<file path="src/agc_pkg.sv">
package agc_pkg;
  // Register byte addresses are the register index times four.
  localparam logic [7:0] CELL_CTRL_IDX = 8'h24;
  localparam logic [7:0] MIC_CTRL_IDX = 8'h26;
  localparam logic [9:0] CELL_CTRL_ADDR = {CELL_CTRL_IDX, 2'b00};
  localparam logic [9:0] MIC_CTRL_ADDR = {MIC_CTRL_IDX, 2'b00};
  // Cell control field positions.
  localparam int CELL_NF_BIT = 14;
  localparam int NL_LSB = 11;
  localparam int HYS_LSB = 9;
  localparam int CLIP_BIT = 8;
  localparam int TG_LSB = 5;
  localparam int TC_LSB = 1;
  localparam int EN_BIT = 0;
  // Mic control field positions.
  localparam int CEIL_LSB = 9;
  localparam int DBNS_LSB = 6;
  localparam int DBSN_LSB = 3;
  // Reset values.
  localparam logic [6:0] CEIL_RST = 7'h7F;
  // Timing.
  localparam int CLK_HZ = 20000000;
  localparam int HALF_MS_US = 500;
  localparam int HALF_MS_CYC = CLK_HZ / 1000000 * HALF_MS_US;
  localparam int MS_CYC = CLK_HZ / 1000;
  localparam logic [15:0] ATTACK_MS [4] = '{16'h0008, 16'h000B,
    16'h0010, 16'h0014};
  localparam logic [15:0] DECAY_MS [4] = '{16'h0064, 16'h00C8,
    16'h0190, 16'h01F4};
  localparam logic [15:0] DECAY_ZERO_MS = 16'h000A;

  typedef struct packed {
    logic [2:0] noise_floor_level;
    logic [1:0] cell_hysteresis_sel;
    logic cell_clip_step_enable;
    logic [2:0] cell_target_level;
    logic [3:0] cell_attack_decay_sel;
    logic cell_loop_enable;
  } agc_cell_cfg_t;

  typedef struct packed {
    logic [6:0] mic_gain_ceiling;
    logic [2:0] mic_enter_silence_debounce;
    logic [2:0] mic_leave_silence_debounce;
  } agc_mic_cfg_t;

  typedef enum logic [1:0] {
    AGC_NORMAL = 2'b00,
    AGC_TO_SIL = 2'b01,
    AGC_SILENT = 2'b10,
    AGC_TO_NRM = 2'b11
  } agc_mode_t;
endpackage

</file>
<file path="src/agc_ctrl.sv">
`timescale 1ns/100ps
// Function
// The cell noise flag reads 1 when signal power is under the threshold; the code holds it at 0 while the loop enable bit is 0.
// One 3-bit threshold is shared; 000 and 001 both mean -30 dB.
// Codes 101 to 111 (-70 to -90 dB) serve only the microphone loop.
// Hysteresis codes give 1, 2 or 4 dB, and 11 turns hysteresis off.
// The clip stepping bit enables stepping when 1 and resets to 0.
// The 3-bit target code picks the cell loop output level.
// Time code low bits pick attack, high bits decay, 0000 decays in 10 ms.
// Attack and decay timing do not depend on the converter sample rate.
// The enable bit hands the cell input gain to the loop.
// The mic gain ceiling caps gain in 0.5 dB steps and resets to 7F.
// The mic loop waits the enter debounce before silence mode.
// The mic loop waits the leave debounce before normal mode.
// Reserved bits read as zero and writes to them are dropped.
// Leave debounce codes 100 to 111 give 4, 8, 16 and 32 ms.
module agc_ctrl (
  input wire logic ref_clk,
  input wire logic resetn,
  input wire logic wb_cyc_i,
  input wire logic wb_stb_i,
  input wire logic wb_we_i,
  input wire logic [9:0] wb_adr_i,
  input wire logic [31:0] wb_dat_i,
  input wire logic [3:0] wb_sel_i,
  output logic [31:0] wb_dat_o,
  output logic wb_ack_o,
  input wire logic [15:0] cell_power_db,
  input wire logic [15:0] mic_power_db,
  output logic [3:0] cell_threshold_db,
  output logic [3:0] mic_threshold_db,
  output logic cell_below_noise_flag,
  output logic [2:0] cell_hysteresis_db,
  output logic cell_clip_step_enable,
  output logic [7:0] cell_target_tenth_db,
  output logic [15:0] cell_attack_ms,
  output logic [15:0] cell_decay_ms,
  output logic cell_attack_tick,
  output logic cell_gain_by_loop,
  output logic [6:0] mic_gain_ceiling,
  output logic mic_silent
);
  agc_pkg::agc_cell_cfg_t cell_r;
  agc_pkg::agc_cell_cfg_t cell_nxt;
  agc_pkg::agc_mic_cfg_t mic_r;
  agc_pkg::agc_mic_cfg_t mic_nxt;
  logic ack_r;
  logic ack_nxt;
  logic [31:0] dat_r;
  logic [31:0] dat_nxt;
  logic nf_r;
  logic nf_nxt;
  logic [15:0] cell_rd;
  logic [15:0] mic_rd;
  logic req;
  logic wr_lo;
  logic wr_hi;
  logic [15:0] wd;
  logic half_ms_tick;
  logic mic_below;
  logic [15:0] gap_r;
  logic [15:0] gap_nxt;

  assign req = wb_cyc_i && wb_stb_i && !ack_r;
  assign wr_lo = req && wb_we_i && wb_sel_i[0];
  assign wr_hi = req && wb_we_i && wb_sel_i[1];
  assign wd = wb_dat_i[15:0];

  // Power bits 15:4 and threshold are both attenuation magnitudes in tens of dB.
  // The shared code maps 000 and 001 onto 3 (30 dB).
  assign mic_threshold_db = (cell_r.noise_floor_level <= 3'h1) ? 4'h3 :
    4'(cell_r.noise_floor_level) + 4'h2;
  // The cell loop cannot go below 60 dB; extended codes clamp there.
  assign cell_threshold_db = (cell_r.noise_floor_level > 3'h4) ? 4'h6 :
    mic_threshold_db;

  // Readback assembles fields; reserved bit positions stay zero.
  always_comb begin
    cell_rd = 16'h0000;
    cell_rd[agc_pkg::CELL_NF_BIT] = nf_r;
    cell_rd[agc_pkg::NL_LSB +: 3] = cell_r.noise_floor_level;
    cell_rd[agc_pkg::HYS_LSB +: 2] = cell_r.cell_hysteresis_sel;
    cell_rd[agc_pkg::CLIP_BIT] = cell_r.cell_clip_step_enable;
    cell_rd[agc_pkg::TG_LSB +: 3] = cell_r.cell_target_level;
    cell_rd[agc_pkg::TC_LSB +: 4] = cell_r.cell_attack_decay_sel;
    cell_rd[agc_pkg::EN_BIT] = cell_r.cell_loop_enable;
    mic_rd = 16'h0000;
    mic_rd[agc_pkg::CEIL_LSB +: 7] = mic_r.mic_gain_ceiling;
    mic_rd[agc_pkg::DBNS_LSB +: 3] = mic_r.mic_enter_silence_debounce;
    mic_rd[agc_pkg::DBSN_LSB +: 3] = mic_r.mic_leave_silence_debounce;
  end

  // Byte lanes update only the bits that they carry; reserved ones drop.
  always_comb begin
    logic [15:0] nc;
    logic [15:0] nm;
    nc = cell_rd;
    nm = mic_rd;
    if (wb_adr_i == agc_pkg::CELL_CTRL_ADDR) begin
      if (wr_lo) nc[7:0] = wd[7:0];
      if (wr_hi) nc[15:8] = wd[15:8];
    end
    if (wb_adr_i == agc_pkg::MIC_CTRL_ADDR) begin
      if (wr_lo) nm[7:0] = wd[7:0];
      if (wr_hi) nm[15:8] = wd[15:8];
    end
    cell_nxt.noise_floor_level = nc[agc_pkg::NL_LSB +: 3];
    cell_nxt.cell_hysteresis_sel = nc[agc_pkg::HYS_LSB +: 2];
    cell_nxt.cell_clip_step_enable = nc[agc_pkg::CLIP_BIT];
    cell_nxt.cell_target_level = nc[agc_pkg::TG_LSB +: 3];
    cell_nxt.cell_attack_decay_sel = nc[agc_pkg::TC_LSB +: 4];
    cell_nxt.cell_loop_enable = nc[agc_pkg::EN_BIT];
    mic_nxt.mic_gain_ceiling = nm[agc_pkg::CEIL_LSB +: 7];
    mic_nxt.mic_enter_silence_debounce = nm[agc_pkg::DBNS_LSB +: 3];
    mic_nxt.mic_leave_silence_debounce = nm[agc_pkg::DBSN_LSB +: 3];
  end

  // Bus answer one cycle after the request; unmapped addresses read zero.
  always_comb begin
    ack_nxt = req;
    dat_nxt = dat_r;
    if (req && !wb_we_i) begin
      if (wb_adr_i == agc_pkg::CELL_CTRL_ADDR) begin
        dat_nxt = {16'h0000, cell_rd};
      end else if (wb_adr_i == agc_pkg::MIC_CTRL_ADDR) begin
        dat_nxt = {16'h0000, mic_rd};
      end else begin
        dat_nxt = 32'h0000_0000;
      end
    end
  end

  // The flag is forced low while the loop is off, since it means nothing.
  always_comb begin
    nf_nxt = cell_r.cell_loop_enable &&
      (cell_power_db[15:4] > 12'(cell_threshold_db));
  end

  always_ff @(posedge ref_clk or negedge resetn) begin
    if (!resetn) begin
      cell_r <= '0;
      mic_r <= '{agc_pkg::CEIL_RST, 3'h0, 3'h0};
    end else begin
      cell_r <= cell_nxt;
      mic_r <= mic_nxt;
    end
  end

  always_ff @(posedge ref_clk or negedge resetn) begin
    if (!resetn) begin
      ack_r <= 1'b0;
      dat_r <= 32'h0000_0000;
    end else begin
      ack_r <= ack_nxt;
      dat_r <= dat_nxt;
    end
  end

  always_ff @(posedge ref_clk or negedge resetn) begin
    if (!resetn) begin
      nf_r <= 1'b0;
    end else begin
      nf_r <= nf_nxt;
    end
  end

  assign wb_ack_o = ack_r;
  assign wb_dat_o = dat_r;

  always_comb begin
    case (cell_r.cell_hysteresis_sel)
      2'b00: cell_hysteresis_db = 3'h1;
      2'b01: cell_hysteresis_db = 3'h2;
      2'b10: cell_hysteresis_db = 3'h4;
      default: cell_hysteresis_db = 3'h0;
    endcase
  end

  always_comb begin
    case (cell_r.cell_target_level)
      3'h0: cell_target_tenth_db = 8'h37;
      3'h1: cell_target_tenth_db = 8'h50;
      3'h2: cell_target_tenth_db = 8'h64;
      3'h3: cell_target_tenth_db = 8'h78;
      3'h4: cell_target_tenth_db = 8'h8C;
      3'h5: cell_target_tenth_db = 8'hAA;
      3'h6: cell_target_tenth_db = 8'hC8;
      default: cell_target_tenth_db = 8'hF0;
    endcase
  end

  assign cell_attack_ms =
    agc_pkg::ATTACK_MS[cell_r.cell_attack_decay_sel[1:0]];
  assign cell_decay_ms = (cell_r.cell_attack_decay_sel == 4'h0) ?
    agc_pkg::DECAY_ZERO_MS :
    agc_pkg::DECAY_MS[cell_r.cell_attack_decay_sel[3:2]];
  assign cell_clip_step_enable = cell_r.cell_clip_step_enable;
  assign cell_gain_by_loop = cell_r.cell_loop_enable;
  assign cell_below_noise_flag = nf_r;
  assign mic_gain_ceiling = mic_r.mic_gain_ceiling;

  // Time base comes from the system clock, never from the sample rate.
  agc_tick #(
    .DIV(agc_pkg::HALF_MS_CYC)
  ) u_half_ms (
    .ref_clk(ref_clk),
    .resetn(resetn),
    .tick(half_ms_tick)
  );
  agc_tick #(
    .DIV(agc_pkg::MS_CYC)
  ) u_ms (
    .ref_clk(ref_clk),
    .resetn(resetn),
    .tick(cell_attack_tick)
  );

  assign mic_below = mic_power_db[15:4] > 12'(mic_threshold_db);
  agc_debounce u_mic_db (
    .ref_clk(ref_clk),
    .resetn(resetn),
    .tick(half_ms_tick),
    .below(mic_below),
    .enter_code(mic_r.mic_enter_silence_debounce),
    .leave_code(mic_r.mic_leave_silence_debounce),
    .silent(mic_silent)
  ); // see R11

  // Cycles since the last millisecond tick; only the checks below read it.
  always_comb begin
    gap_nxt = cell_attack_tick ? 16'h0000 : gap_r + 16'h0001;
  end
  always_ff @(posedge ref_clk or negedge resetn) begin
    if (!resetn) begin
      gap_r <= 16'h0000;
    end else begin
      gap_r <= gap_nxt;
    end
  end
endmodule

</file>
<file path="src/agc_tick.sv">
`timescale 1ns/100ps
// Divides the system clock to a fixed tick; timing stays sample-rate free.
module agc_tick #(
  parameter int DIV = 10000
) (
  input wire logic ref_clk,
  input wire logic resetn,
  output logic tick
);
  logic [15:0] cnt_r;
  logic [15:0] cnt_nxt;
  always_comb begin
    cnt_nxt = (cnt_r == 16'(DIV - 1)) ? 16'h0000 : cnt_r + 16'h0001;
  end
  always_ff @(posedge ref_clk or negedge resetn) begin
    if (!resetn) begin
      cnt_r <= 16'h0000;
    end else begin
      cnt_r <= cnt_nxt;
    end
  end
  assign tick = (cnt_r == 16'(DIV - 1));
endmodule

</file>
<file path="src/agc_debounce.sv">
`timescale 1ns/100ps
// Silence-mode tracker for the microphone loop, counting half-ms ticks.
module agc_debounce (
  input wire logic ref_clk,
  input wire logic resetn,
  input wire logic tick,
  input wire logic below,
  input wire logic [2:0] enter_code,
  input wire logic [2:0] leave_code,
  output logic silent
);
  agc_pkg::agc_mode_t st_r;
  agc_pkg::agc_mode_t st_nxt;
  logic [6:0] cnt_r;
  logic [6:0] cnt_nxt;
  logic [6:0] enter_len;
  logic [6:0] leave_len;
  // Code 0 is zero time, code n is 2^(n-1) half-ms ticks.
  assign enter_len = (enter_code == 3'h0) ? 7'h00 :
    7'(7'h01 << (enter_code - 3'h1));
  assign leave_len = (leave_code == 3'h0) ? 7'h00 :
    7'(7'h01 << (leave_code - 3'h1)); // see R12
  always_comb begin
    st_nxt = st_r;
    cnt_nxt = cnt_r;
    case (st_r)
      agc_pkg::AGC_NORMAL: begin
        cnt_nxt = 7'h00;
        if (below) begin
          st_nxt = (enter_len == 7'h00) ? agc_pkg::AGC_SILENT :
            agc_pkg::AGC_TO_SIL;
        end
      end
      agc_pkg::AGC_TO_SIL: begin
        if (!below) begin
          st_nxt = agc_pkg::AGC_NORMAL;
        end else if (tick) begin
          cnt_nxt = cnt_r + 7'h01;
          if (cnt_r + 7'h01 >= enter_len) begin
            st_nxt = agc_pkg::AGC_SILENT;
          end
        end
      end
      agc_pkg::AGC_SILENT: begin
        cnt_nxt = 7'h00;
        if (!below) begin
          st_nxt = (leave_len == 7'h00) ? agc_pkg::AGC_NORMAL :
            agc_pkg::AGC_TO_NRM;
        end
      end
      agc_pkg::AGC_TO_NRM: begin
        if (below) begin
          st_nxt = agc_pkg::AGC_SILENT;
        end else if (tick) begin
          cnt_nxt = cnt_r + 7'h01;
          if (cnt_r + 7'h01 >= leave_len) begin
            st_nxt = agc_pkg::AGC_NORMAL;
          end
        end
      end
      default: begin
        st_nxt = agc_pkg::AGC_NORMAL;
        cnt_nxt = 7'h00;
      end
    endcase
  end
  always_ff @(posedge ref_clk or negedge resetn) begin
    if (!resetn) begin
      st_r <= agc_pkg::AGC_NORMAL;
      cnt_r <= 7'h00;
    end else begin
      st_r <= st_nxt;
      cnt_r <= cnt_nxt;
    end
  end
  assign silent = (st_r == agc_pkg::AGC_SILENT) ||
    (st_r == agc_pkg::AGC_TO_NRM);
endmodule

</file>
<file path="config.mk">
export PLATFORM = sky130hd
export DESIGN_NAME = agc_ctrl
export DESIGN_NICKNAME = d
export VERILOG_FILES = /design/src/agc_pkg.sv /design/src/agc_ctrl.sv /design/src/agc_tick.sv /design/src/agc_debounce.sv
export SDC_FILE = /design/constraint.sdc
export NUM_CORES = 1
export LEC_CHECK = 0
export BUFFER_PORTS_ARGS = -buffer_cell sky130_fd_sc_hd__buf_2
export CORE_MARGIN = 4
export CORE_UTILIZATION = 30
export DETAILED_ROUTE_END_ITERATION = 10
export PLACE_DENSITY = 0.57
export SLEW_MARGIN = 20
export SYNTH_ARGS = -nofsm -noshare
export SYNTH_HDL_FRONTEND = slang
export SYNTH_SLANG_ARGS = --single-unit
</file>
<file path="constraint.sdc">
create_clock -name ref_clk -period 8.8 [get_ports ref_clk]
set_input_delay 0.88 -clock ref_clk [delete_from_list [all_inputs] [get_ports ref_clk]]
set_output_delay 0.88 -clock ref_clk [all_outputs]
set_load 0.05 [all_outputs]
</file>
== After elaboration in Yosys (flattened, before gate mapping) ==
Cells that the tools add are included.

* Add/sub/neg operators: 6
* $lt $le $gt $ge: 8
* Equal/unequal tests: 23
* Shifts and indexed selects: 2
* Multiplexer cells: 32
* Bitwise gates (word level): 2
* Reduce and logical (&&, ||, !) cells: 25

{| class="wikitable"
|+ Operator list
! cell !! number
|-
| 16-bit two-way mux || 9
|-
| 16-bit binary-select mux with 2-bit select || 2
|-
| 8-bit case mux with 7 select lines || 1
|-
| 7-bit two-way mux || 5
|-
| 16-bit by 1-bit adder with 16-bit output, second input constant || 2
|-
| 12-bit by 4-bit greater-than comparator with 1-bit output || 2
|-
| 7-bit case mux with 3 select lines || 1
|-
| 10-bit by 8-bit equality test with 1-bit output, second input constant || 2
|-
| 2-bit two-way mux || 10
|-
| 16-bit by 14-bit equality test with 1-bit output, second input constant || 1
|-
| 16-bit by 15-bit equality test with 1-bit output, second input constant || 1
|-
| 7-bit >= comparator || 2
|-
| 7-bit logical NOT || 2
|-
| 1-bit by 3-bit left shift with 7-bit output, first input constant || 2
|-
| 2-bit AND reduction || 5
|-
| 3-bit equality test, second input constant || 3
|-
| 3-bit logical NOT || 3
|-
| 3-bit case mux with 3 select lines || 1
|-
| 4-bit two-way mux || 2
|-
| 2-bit case mux with 4 select lines || 1
|-
| 7-bit by 1-bit adder with 7-bit output, second input constant || 1
|-
| 1-bit logical AND || 7
|-
| 2-bit equality test, second input constant || 3
|-
| 3-bit by 2-bit equality test with 1-bit output, second input constant || 2
|-
| other kinds (19) || 28
|}

* Flip-flop bits (word level): 102
* Bits of input ports: 83
* Output and inout port bits: 96

== Depth between registers and ports, before layout ==
Gate-level depths: netlist of the first run.

* Depth in word-level cells: 8
* Depth in mapped cells: 12
* Mapped depth without buffers: 12

== Modules after synthesis ==
A second synthesis of the first run with hierarchy kept.

* Cell total of the unflattened synthesis: 524
* Area, all modules: 5346.4 um^2

{| class="wikitable"
|+ By module, submodules not included
! module !! times used !! cells each !! area each (um^2)
|-
| agc_ctrl || 1 || 268 || 2783.9
|-
| agc_debounce || 1 || 115 || 1012.2
|-
| agc_tick at u_half_ms || 1 || 73 || 797.0
|-
| agc_tick at u_ms || 1 || 68 || 753.2
|}

== Worst setup path before layout of the first run ==
No wires, ideal clock.

* Path type: register -> register
* From: register cell_r[12] in the netlist's numbering
* To: register u_mic_db.cnt_r[6]
* Arrival time: 2954 ps
* Setup slack: 5769 ps
* Cell stages (with the launch flop): 12
* Buffers on the path: 1
* Clock period less this slack: 3031 ps
* Cells stage by stage: dfrtp_1 inv_1 ha_1 or2_2 ha_1 nand2b_1 a311oi_1 o32ai_4 xnor2_1 buf_6 or4_1 a21oi_1

* Longest elaborated chain between the ends: 5
* Elaborated cells between the ends (all ways): 7
* Classes of those cells: 1 x add/sub; 2 x order compare; 2 x eq/ne; 1 x mux; 1 x reduce/logical

{| class="wikitable"
|+ RTL lines
! element !! line !! text
|-
| start, declared || agc_ctrl.sv:43 || <nowiki>agc_pkg::agc_cell_cfg_t cell_r;</nowiki>
|-
| start signal, assigned || agc_ctrl.sv:144 || <nowiki>cell_r <= cell_nxt;</nowiki>
|-
| 3-bit by 1-bit <= comparator with 1-bit output (*) || agc_ctrl.sv:71 || <nowiki>assign mic_threshold_db = (cell_r.noise_floor_level <= 3'h1) ? 4'h3 :</nowiki>
|-
| 4-bit two-way mux (*) || agc_ctrl.sv:71 ||
|-
| net mic_threshold_db[0] || agc_ctrl.sv:31 || <nowiki>output logic [3:0] mic_threshold_db,</nowiki>
|-
| 12-bit by 4-bit greater-than comparator with 1-bit output (*) || agc_ctrl.sv:218 || <nowiki>assign mic_below = mic_power_db[15:4] > 12'(mic_threshold_db);</nowiki>
|-
| 2-bit inequality test (no source line) / 2-bit by 1-bit inequality test with 1-bit output (equally long branches) || - ||
|-
| 2-bit AND reduction (no source line) (*) || - ||
|-
| end signal, assigned || agc_debounce.sv:73 || <nowiki>cnt_r <= cnt_nxt;</nowiki>
|-
| end, declared || agc_debounce.sv:14 || <nowiki>logic [6:0] cnt_r;</nowiki>
|}

The timed path passes the listed nets; every way through them passes the cells marked *.
A chain may end at the register's enable or synchronous reset.

== Final worst setup path of the first run ==
* From: register cell_r[12] in the netlist's numbering
* To: register u_mic_db.cnt_r[0]

* Longest elaborated chain between the ends: 5
* Elaborated cells between the ends (all ways): 7
* Classes of those cells: 1 x add/sub; 2 x order compare; 2 x eq/ne; 1 x mux; 1 x reduce/logical

{| class="wikitable"
|+ RTL lines
! element !! line
|-
| 3-bit by 2-bit adder with 4-bit output / 3-bit by 1-bit <= comparator with 1-bit output (equally long branches) || agc_ctrl.sv:72, agc_ctrl.sv:71
|-
| 4-bit two-way mux (*) || agc_ctrl.sv:71
|-
| 12-bit by 4-bit greater-than comparator with 1-bit output (*) || agc_ctrl.sv:218
|-
| 2-bit inequality test (no source line) / 2-bit by 1-bit inequality test with 1-bit output (equally long branches) || -
|-
| 2-bit AND reduction (no source line) (*) || -
|}

Mark *: on every way between the ends. The rest lies on a longest branch, timed or not.

==> Implementation_results.wiki, run 1 <==
{| class="wikitable"
! Metric !! Value
|-
| Result of the run || finished, final reports clean
|-
| Post_cts resized || 0
|-
| Most area-hungry cell type in the Yosys netlist || dfrtp_1
|-
| Worst slew pin tran || 0.944 ns
|-
| Post-CTS setup repair buffer count || 0
|-
| Max incr delay on CP || 0.78 ns
|-
| Asr flop ratio synth || 100%
|-
| Final setup vio count || 0
|-
| Clock insertion delay at the later pin of the skew report || about 0.34 ns
|-
| HP Class || reg -> reg
|-
| Clock slew seen by the registers of the worst setup and hold paths || ~0.060 ns
|-
| Fill cell instance count of the final layout || 1,724
|-
| Biggest area contributors in the synthesized netlist || dfrtp_1 38%, ha_1 7.0%, buf_4 6.7%
|-
| Global routing usage summed across all routing layers || a little under an eighth
|-
| Synth warnings || 0
|-
| CTS tree || yes
|-
| Placement row count || 47
|-
| Number of DRC violations after detailed routing || 0
|-
| Sequential standard cell area || between 2000 and 2500 sq um
|-
| Number of placed I/O pins || 179
|-
| Number of antenna-violating nets in the routed design || 0
|-
| Library cell appearing most often on the critical path || ha_1
|-
| Multi-input gate area || roughly 2600 sq um
|-
| Total overflow reported by the global router || 0
|-
| Number of enable flip-flop cells after synthesis || 0
|-
| Fin Clk Skew || 0.00702 ns
|-
| Maximum level of the CTS H-tree || 3
|-
| Final cell utilization of the core || a little over a third
|-
| Placed wire-length estimate || 9010 um
|-
| Slew HR || a little over a third
|-
| First-pass detailed-route iteration total || 4
|-
| Final weighted congestion of routability-driven global placement || ~0.79
|-
| Share of final-layout standard cells stronger than drive strength 1 || about 28%
|-
| Unrepaired setup endpoints after global routing || no
|-
| Unique cell type count in the Yosys netlist || 54
|-
| Area fraction of the dominant cell type after synthesis || about two fifths
|-
| Gate Count Post-Synth || 533
|-
| I/O Buffers || around 120
|-
| Mean instance size in the synthesized netlist || 9.71 sq um
|-
| Maximum ir drop on the vdd rail || between 90 and 100 uV
|-
| Setup TNS after final layout || 0 ns
|-
| Sequential-to-total area share from yosys stat || 41.8%
|-
| Critical Path Sink Type || flip-flop
|-
| Overall via count from detail_route || a little over 4,000
|-
| Number of antenna violations at the first check in global routing || 0
|-
| Worst setup SP type || flip-flop
|-
| Top cell family by delay on the critical path || compound AO/OA/AOI/OAI gates
|-
| Effective utilization at floorplan || 30.9%
|-
| Cell with the largest stage delay on the worst path || xnor2_1
|-
| Std-Cell Core Area || roughly 17,000 sq um
|-
| Max Clock Freq || approximately 0.3 GHz
|-
| Final period utilization || about two fifths
|-
| Crit-path cells || inv_1 -> ha_1 -> a21bo_2 -> nand3_1 -> ha_1 -> nand2_1 -> a311oi_1 -> o32ai_4 -> xnor2_1 -> o21ai_0 -> a21oi_1
|-
| Worst-case hold slack || between 0.4 and 0.5 ns
|-
| Net count, final || 740
|-
| Max-cap check violation count || 0
|-
| Number of global-route vias before repair || 3,939
|-
| Vias/cell || about 4.7
|-
| Final number of max-transition violations || 0
|-
| Area growth, synth to finish || 17.0%
|-
| Post-Syn Area || approximately 5200 sq um
|-
| Hold Violations, Final || 0
|-
| Total power of the final layout || 0.00102 W
|-
| Pin count of the biggest net entering global routing || 87
|-
| Total die area || roughly 19,000 sq um
|-
| Flops & latches, synth || 86
|-
| WS Path Type || reg -> reg
|-
| Count of routing violations after the opening detailed-route iteration || 153
|-
| Required time reported for the critical path endpoint || just over 9 ns
|-
| Peak fanout along the critical path || 14
|-
| LEAKAGE || between 2 and 3 nW
|-
| Final WL || between 10,000 and 15,000 um
|-
| CP Data Arrival Time || between 3 and 4 ns
|-
| Number of buffers added to fix hold violations after cts || 0
|-
| PwrDens || between 150 and 200 nW/um^2
|-
| Count of buffer and inverter cells on the critical path || 1
|-
| Antenna fix cells || 0
|-
| Total clock buffers created by CTS || 9
|-
| Die boundary height || approximately 140 um
|-
| Die Span X || around 140 um
|-
| CTS sink count || 86
|-
| Avg WL per Cell || around 14 um
|-
| Wire length of the first global-routing pass || ~19,000 um
|-
| Primary flip-flop cell chosen by synthesis mapping || dfrtp_1
|-
| Worst-case clock buffer depth || 2
|-
| Shortest clock period the worst path allows after layout || 3.38 ns
|-
| Clock tree root buffer cell || clkbuf_16
|}
## cells in the final DEF, fill, tap and decap left out, types with 2 or more instances in the layout
cell       instances
buf_2            116
dfrtp_1           79
nor2_1            48
conb_1            35
nand2_1           29
ha_1              29
nand3_1           27
a21oi_1           26
mux2_2            24
inv_1             23
xnor2_1           20
o21ai_0           19
xor2_1            15
a22oi_1           13
o31ai_1            9
clkbuf_16          9
nor2b_1            8
nand4_1            7
dfstp_2            7
nand3b_1           6
and4_1             6
and2_1             5
nand2b_1           5
nor4_1             5
or4_1              5
nor3_1             4
nor3b_1            4
and3_1             4
or2_2              3
buf_4              3
o21bai_1           2
a21o_1             2
or3b_2             2
o21a_1             2
nor4b_1            2
nor4_4             2
a211oi_1           2
or3_1              2
clkbuf_8           2
clkbuf_1           2
## area by class of cell
type	count	area share (%)
Clock buffer	13	4.30
Timing Repair Buffer	120	10.1
Sequential cell	86	35.7
Multi-Input combinational cell	388	43.2
Inverter	23	1.43
Clock inverter	3	0.723
Tap cell	220	4.55
## where the power goes
part           internal [W]  switching [W]  leakage [nW]  total, W
Combinational     0.0000509       0.000148          1.70  0.000199
Clock              0.000236       0.000151         0.150  0.000387
Sequential         0.000412      0.0000171          1.10  0.000429
Total              0.000699       0.000317          2.95   0.00102
## registers in the layout, summed over array words and instances, names as in the netlist
signal,flops
u_half_ms.cnt_r,16
u_ms.cnt_r,16
wb_dat_o,16
cell_r,12
mic_gain_ceiling,7
u_mic_db.cnt_r,7
mic_r,6
u_mic_db.st_r,2
cell_below_noise_flag,1
cell_clip_step_enable,1
cell_gain_by_loop,1
wb_ack_o,1
## Yosys cell counts (2+ instances only)
master and instances:
dfrtp_1 79, nor2_1 48, buf_4 46, ha_1 29, nand2_1 29, nand3_1 27
a21oi_1 26, mux2_2 24, inv_1 23, clkbuf_1 22, xnor2_1 20, o21ai_0 19
xor2_1 15, a22oi_1 13, o31ai_1 9, nor2b_1 8, dfstp_2 7, nand4_1 7
and4_1 6, nand3b_1 6, and2_1 5, nand2b_1 5, nor3_1 5, nor4_1 5
or4_1 5, and3_1 4, nor3b_1 4, or2_2 3, a211oi_1 2, a21o_1 2
nor4_4 2, nor4b_1 2, o21a_1 2, o21bai_1 2, or3_1 2, or3b_2 2
## kinds of logic (layout without fill, tap and decap cells)
kind of cell | Yosys count | count (layout) | share of synthesized area (%)
AO/OA/AOI/OAI | 86 | 86 | 11.0
XOR/XNOR | 35 | 35 | 5.93
adder cells (fa/ha/maj) | 29 | 29 | 7.01
buffers and inverters | 93 | 159 | 10.3
flip-flops | 86 | 86 | 41.8
multiplexers | 25 | 25 | 5.42
other | 1 | 35 | 0.0725
AND/OR/NAND/NOR | 178 | 178 | 18.5
## metal layers
metal	up-vias	share of wire, %	global-route usage (%)
li1	1974	-	-
met1	1919	44	14.8
met2	121	49	20.8
met3	11	6.6	2.92
met4	0	1.2	3.60
met5	-	0	0
## worst paths after layout
kind | startpoint | end | slack, ns | cells after the start
min in group asynchronous | resetn | u_ms.cnt_r[4] | 0.57 | 1
min reg2reg | u_half_ms.cnt_r[0] | u_half_ms.cnt_r[0] | 0.46 | 1
max | cell_r[12] | u_mic_db.cnt_r[0] | 5.42 | 11
min | u_half_ms.cnt_r[0] | u_half_ms.cnt_r[0] | 0.46 | 1
max in group asynchronous | resetn | u_half_ms.cnt_r[3] | 7.64 | 1
max reg2reg | cell_r[12] | u_mic_db.cnt_r[0] | 5.42 | 11
## through the flow
step | worst slack, ns | cell area (sq um) | instances
2_1_floorplan | 5.77 | 5300 | 567
3_3_place_gp | 5.57 | 5750 | 837
3_5_place_dp | 5.42 | 5750 | 837
4_1_cts | 5.43 | 6050 | 853
5_1_grt | 4.94 | 6060 | 853
6_report | 5.42 | 6060 | 853
(Power assumes the default switching activity.)
==> inputs of run 2 (changes only) <==
--- a/config.mk
+++ b/config.mk
@@ -9,7 +9,7 @@
 export CORE_MARGIN = 4
 export CORE_UTILIZATION = 30
 export DETAILED_ROUTE_END_ITERATION = 10
-export PLACE_DENSITY = 0.57
+export PLACE_DENSITY = 0.59
 export SLEW_MARGIN = 20
 export SYNTH_ARGS = -nofsm -noshare
 export SYNTH_HDL_FRONTEND = slang
==> constraint.sdc (replaced) <==
create_clock -name ref_clk -period 3 [get_ports ref_clk]
set_input_delay 0.3 -clock ref_clk [delete_from_list [all_inputs] [get_ports ref_clk]]
set_output_delay 0.3 -clock ref_clk [all_outputs]
set_load 0.05 [all_outputs]
==> run 2 against run 1 <==
Effect of this change:
- the run now ends with hold timing left
- fmax rose by 23%
- largest power group unchanged
- hold slack got worse by 0.48 ns
- routed wire length decreased by 3.6%
- first-iteration DRC count rose by 20%
- clock skew increased by 0.0063 ns
- non-clock buffer count up 12
- cell area rose by 2.1%
- register-to-register slack got worse by 5.2 ns
- sequential share of layout area shrank 0.74 points
==> Implementation_results.wiki, run 2 (synthesis results as in run 1) <==
{| class="wikitable"
! Metric !! Value
|-
| Result of the run || complete, but fails checks
|-
| Failing checks || hold timing
|-
| Number of antenna violations at the first check in global routing || 0
|-
| Required time reported for the critical path endpoint || approximately 3.3 ns
|-
| Avg WL per Cell || ~13 um
|-
| Final cell utilization of the core || a little under two fifths
|-
| Count of routing violations after the opening detailed-route iteration || 184
|-
| Clock tree root buffer cell || clkbuf_16
|-
| CTS sink count || 86
|-
| First-pass detailed-route iteration total || 4
|-
| Slew HR || between 40 and 50%
|-
| Worst-case hold slack || -0.0195 ns
|-
| Fin Clk Skew || about 0.013 ns
|-
| Effective utilization at floorplan || between 30% and 40%
|-
| Die Span X || between 100 and 150 um
|-
| Count of buffer and inverter cells on the critical path || 1
|-
| Final period utilization || approximately 90%
|-
| Number of DRC violations after detailed routing || 0
|-
| I/O Buffers || 117
|-
| Number of buffers added to fix hold violations after cts || 0
|-
| Most frequent standard cell in the layout excluding fill and tap cells || buf_2
|-
| Placed wire-length estimate || between 8000 and 9000 um
|-
| Overall via count from detail_route || roughly 4,000
|-
| Pin count of the biggest net entering global routing || 85
|-
| Worst r2r src || cell_r[13]
|-
| Max-cap check violation count || 0
|-
| Depth of the most critical reg-to-reg path || 11
|-
| Number of placed I/O pins || about 180
|-
| Vias/cell || 4.61
|-
| Unrepaired setup endpoints after global routing || no
|-
| Hold Violations, Final || 11
|-
| Final setup vio count || 0
|-
| Multi-input gate area || 2640 sq um
|-
| HP Class || in -> async
|-
| Total die area || between 15,000 and 20,000 sq um
|-
| Critical Path Sink Type || flip-flop
|-
| Max Clock Freq || between 0.3 and 0.4 GHz
|-
| Cell with the largest stage delay on the worst path || or4_1
|-
| Antenna fix cells || 0
|-
| Share of final-layout standard cells stronger than drive strength 1 || ~30%
|-
| Worst R2R End || u_mic_db.cnt_r[5]
|-
| Placement row count || 47
|-
| Max incr delay on CP || 0.43 ns
|-
| Clock slew seen by the registers of the worst setup and hold paths || about 0.070 ns
|-
| Global routing usage summed across all routing layers || between 10% and 20%
|-
| Net count, final || approximately 750
|-
| Sequential standard cell area || approximately 2200 sq um
|-
| Total overflow reported by the global router || 0
|-
| Maximum ir drop on the vdd rail || between 300 and 400 uV
|-
| WS Path Type || reg -> reg
|-
| Number of global-route vias before repair || ~3,800
|-
| Cell count after placement || approximately 850
|-
| Final number of max-transition violations || 0
|-
| Maximum level of the CTS H-tree || 3
|-
| Std-Cell Core Area || approximately 17,000 sq um
|-
| Shortest clock period the worst path allows after layout || between 2 and 3 ns
|-
| CP Data Arrival Time || 3.03 ns
|-
| Die boundary height || approximately 140 um
|-
| Top cell family by delay on the critical path || compound AO/OA/AOI/OAI gates
|-
| Non-filler cells, final || ~870
|-
| Library cell appearing most often on the critical path || ha_1
|-
| Commonest cells after routing, fill and taps aside || 116 x buf_2, 79 x dfrtp_1, 48 x nor2_1
|-
| CTS tree || yes
|-
| Total clock buffers created by CTS || 9
|-
| Clock insertion delay at the later pin of the skew report || 0.35 ns
|-
| Flop2flop setup slack || 0.24 ns
|-
| Number of antenna-violating nets in the routed design || 0
|-
| Final WL || 11,300 um
|-
| Peak fanout along the critical path || 14
|-
| PwrDens || a little under 500 nW/um^2
|-
| Crit-path cells || inv_1 -> ha_1 -> a21bo_2 -> nand3_1 -> ha_1 -> nand2_1 -> a311oi_2 -> o32ai_4 -> xnor2_4 -> or4_1 -> a21oi_1
|-
| Wire length of the first global-routing pass || 18,900 um
|-
| Worst slew pin tran || 0.770 ns
|-
| Worst setup SP type || flip-flop
|-
| Final weighted congestion of routability-driven global placement || approximately 0.8
|-
| Area growth, synth to finish || 19.5%
|-
| LEAKAGE || 3.02 nW
|-
| Fill cell instance count of the final layout || approximately 1,700
|-
| Worst-case clock buffer depth || 2
|}
run 2: per-stage QoR:
stage	setup TNS (ns)	setup slack [ns]	total power (W)	cell area, sq um
2_1_floorplan	0	0.0381	0.00176	5310
3_3_place_gp	0	0.0704	0.00187	5840
3_5_place_dp	-0.0178	-0.00777	0.00187	5840
4_1_cts	0	0.172	0.00307	6160
5_1_grt	0	0.00954	0.00318	6180
6_report	0	0.240	0.00303	6180
run 2: how the worst max path moves through the flow:
stage | start | endpoint | slack (ns) | cells past startpoint
floorplan | cell_r[12] | u_mic_db.cnt_r[6] | 0.04 | 11
finish | cell_r[13] | u_mic_db.cnt_r[5] | 0.24 | 11
global placement | cell_r[12] | u_mic_db.cnt_r[6] | 0.07 | 11
CTS | cell_r[13] | u_mic_db.cnt_r[4] | 0.17 | 11
detailed placement | cell_r[13] | u_mic_db.cnt_r[0] | -0.008 | 11
global route | cell_r[13] | u_mic_db.cnt_r[4] | 0.01 | 11
run 2: final cells by class:
class	count	share of cell area (%)
clock buffer	9	3.64
clock inverter	7	1.48
inverter	23	1.40
multi-input combinational	388	42.7
sequential	86	34.9
tap	220	4.45
timing repair buffer	132	11.4
run 2: power breakdown:
part / switching (W) / total, W / internal, W
logic: 0.000442 / 0.000605 / 0.000163
registers: 0.0000502 / 0.00126 / 0.00121
clock network: 0.000508 / 0.00117 / 0.000666
run 2: per-layer routing:
layer | track usage [%] | wire [um] | up-vias
li1 | - | - | 1999
met1 | 15.5 | 5280 | 1866
met2 | 18.2 | 5210 | 117
met3 | 3.84 | 768 | 4
met4 | 2.57 | 58 | 0
met5 | 0 | 0 | -
run 2: what timing repair did:
action	4_1_cts	5_1_grt
pin swaps	0	1
setup endpoints to repair	6	5
buffers inserted	0	1
resized for setup	1	1
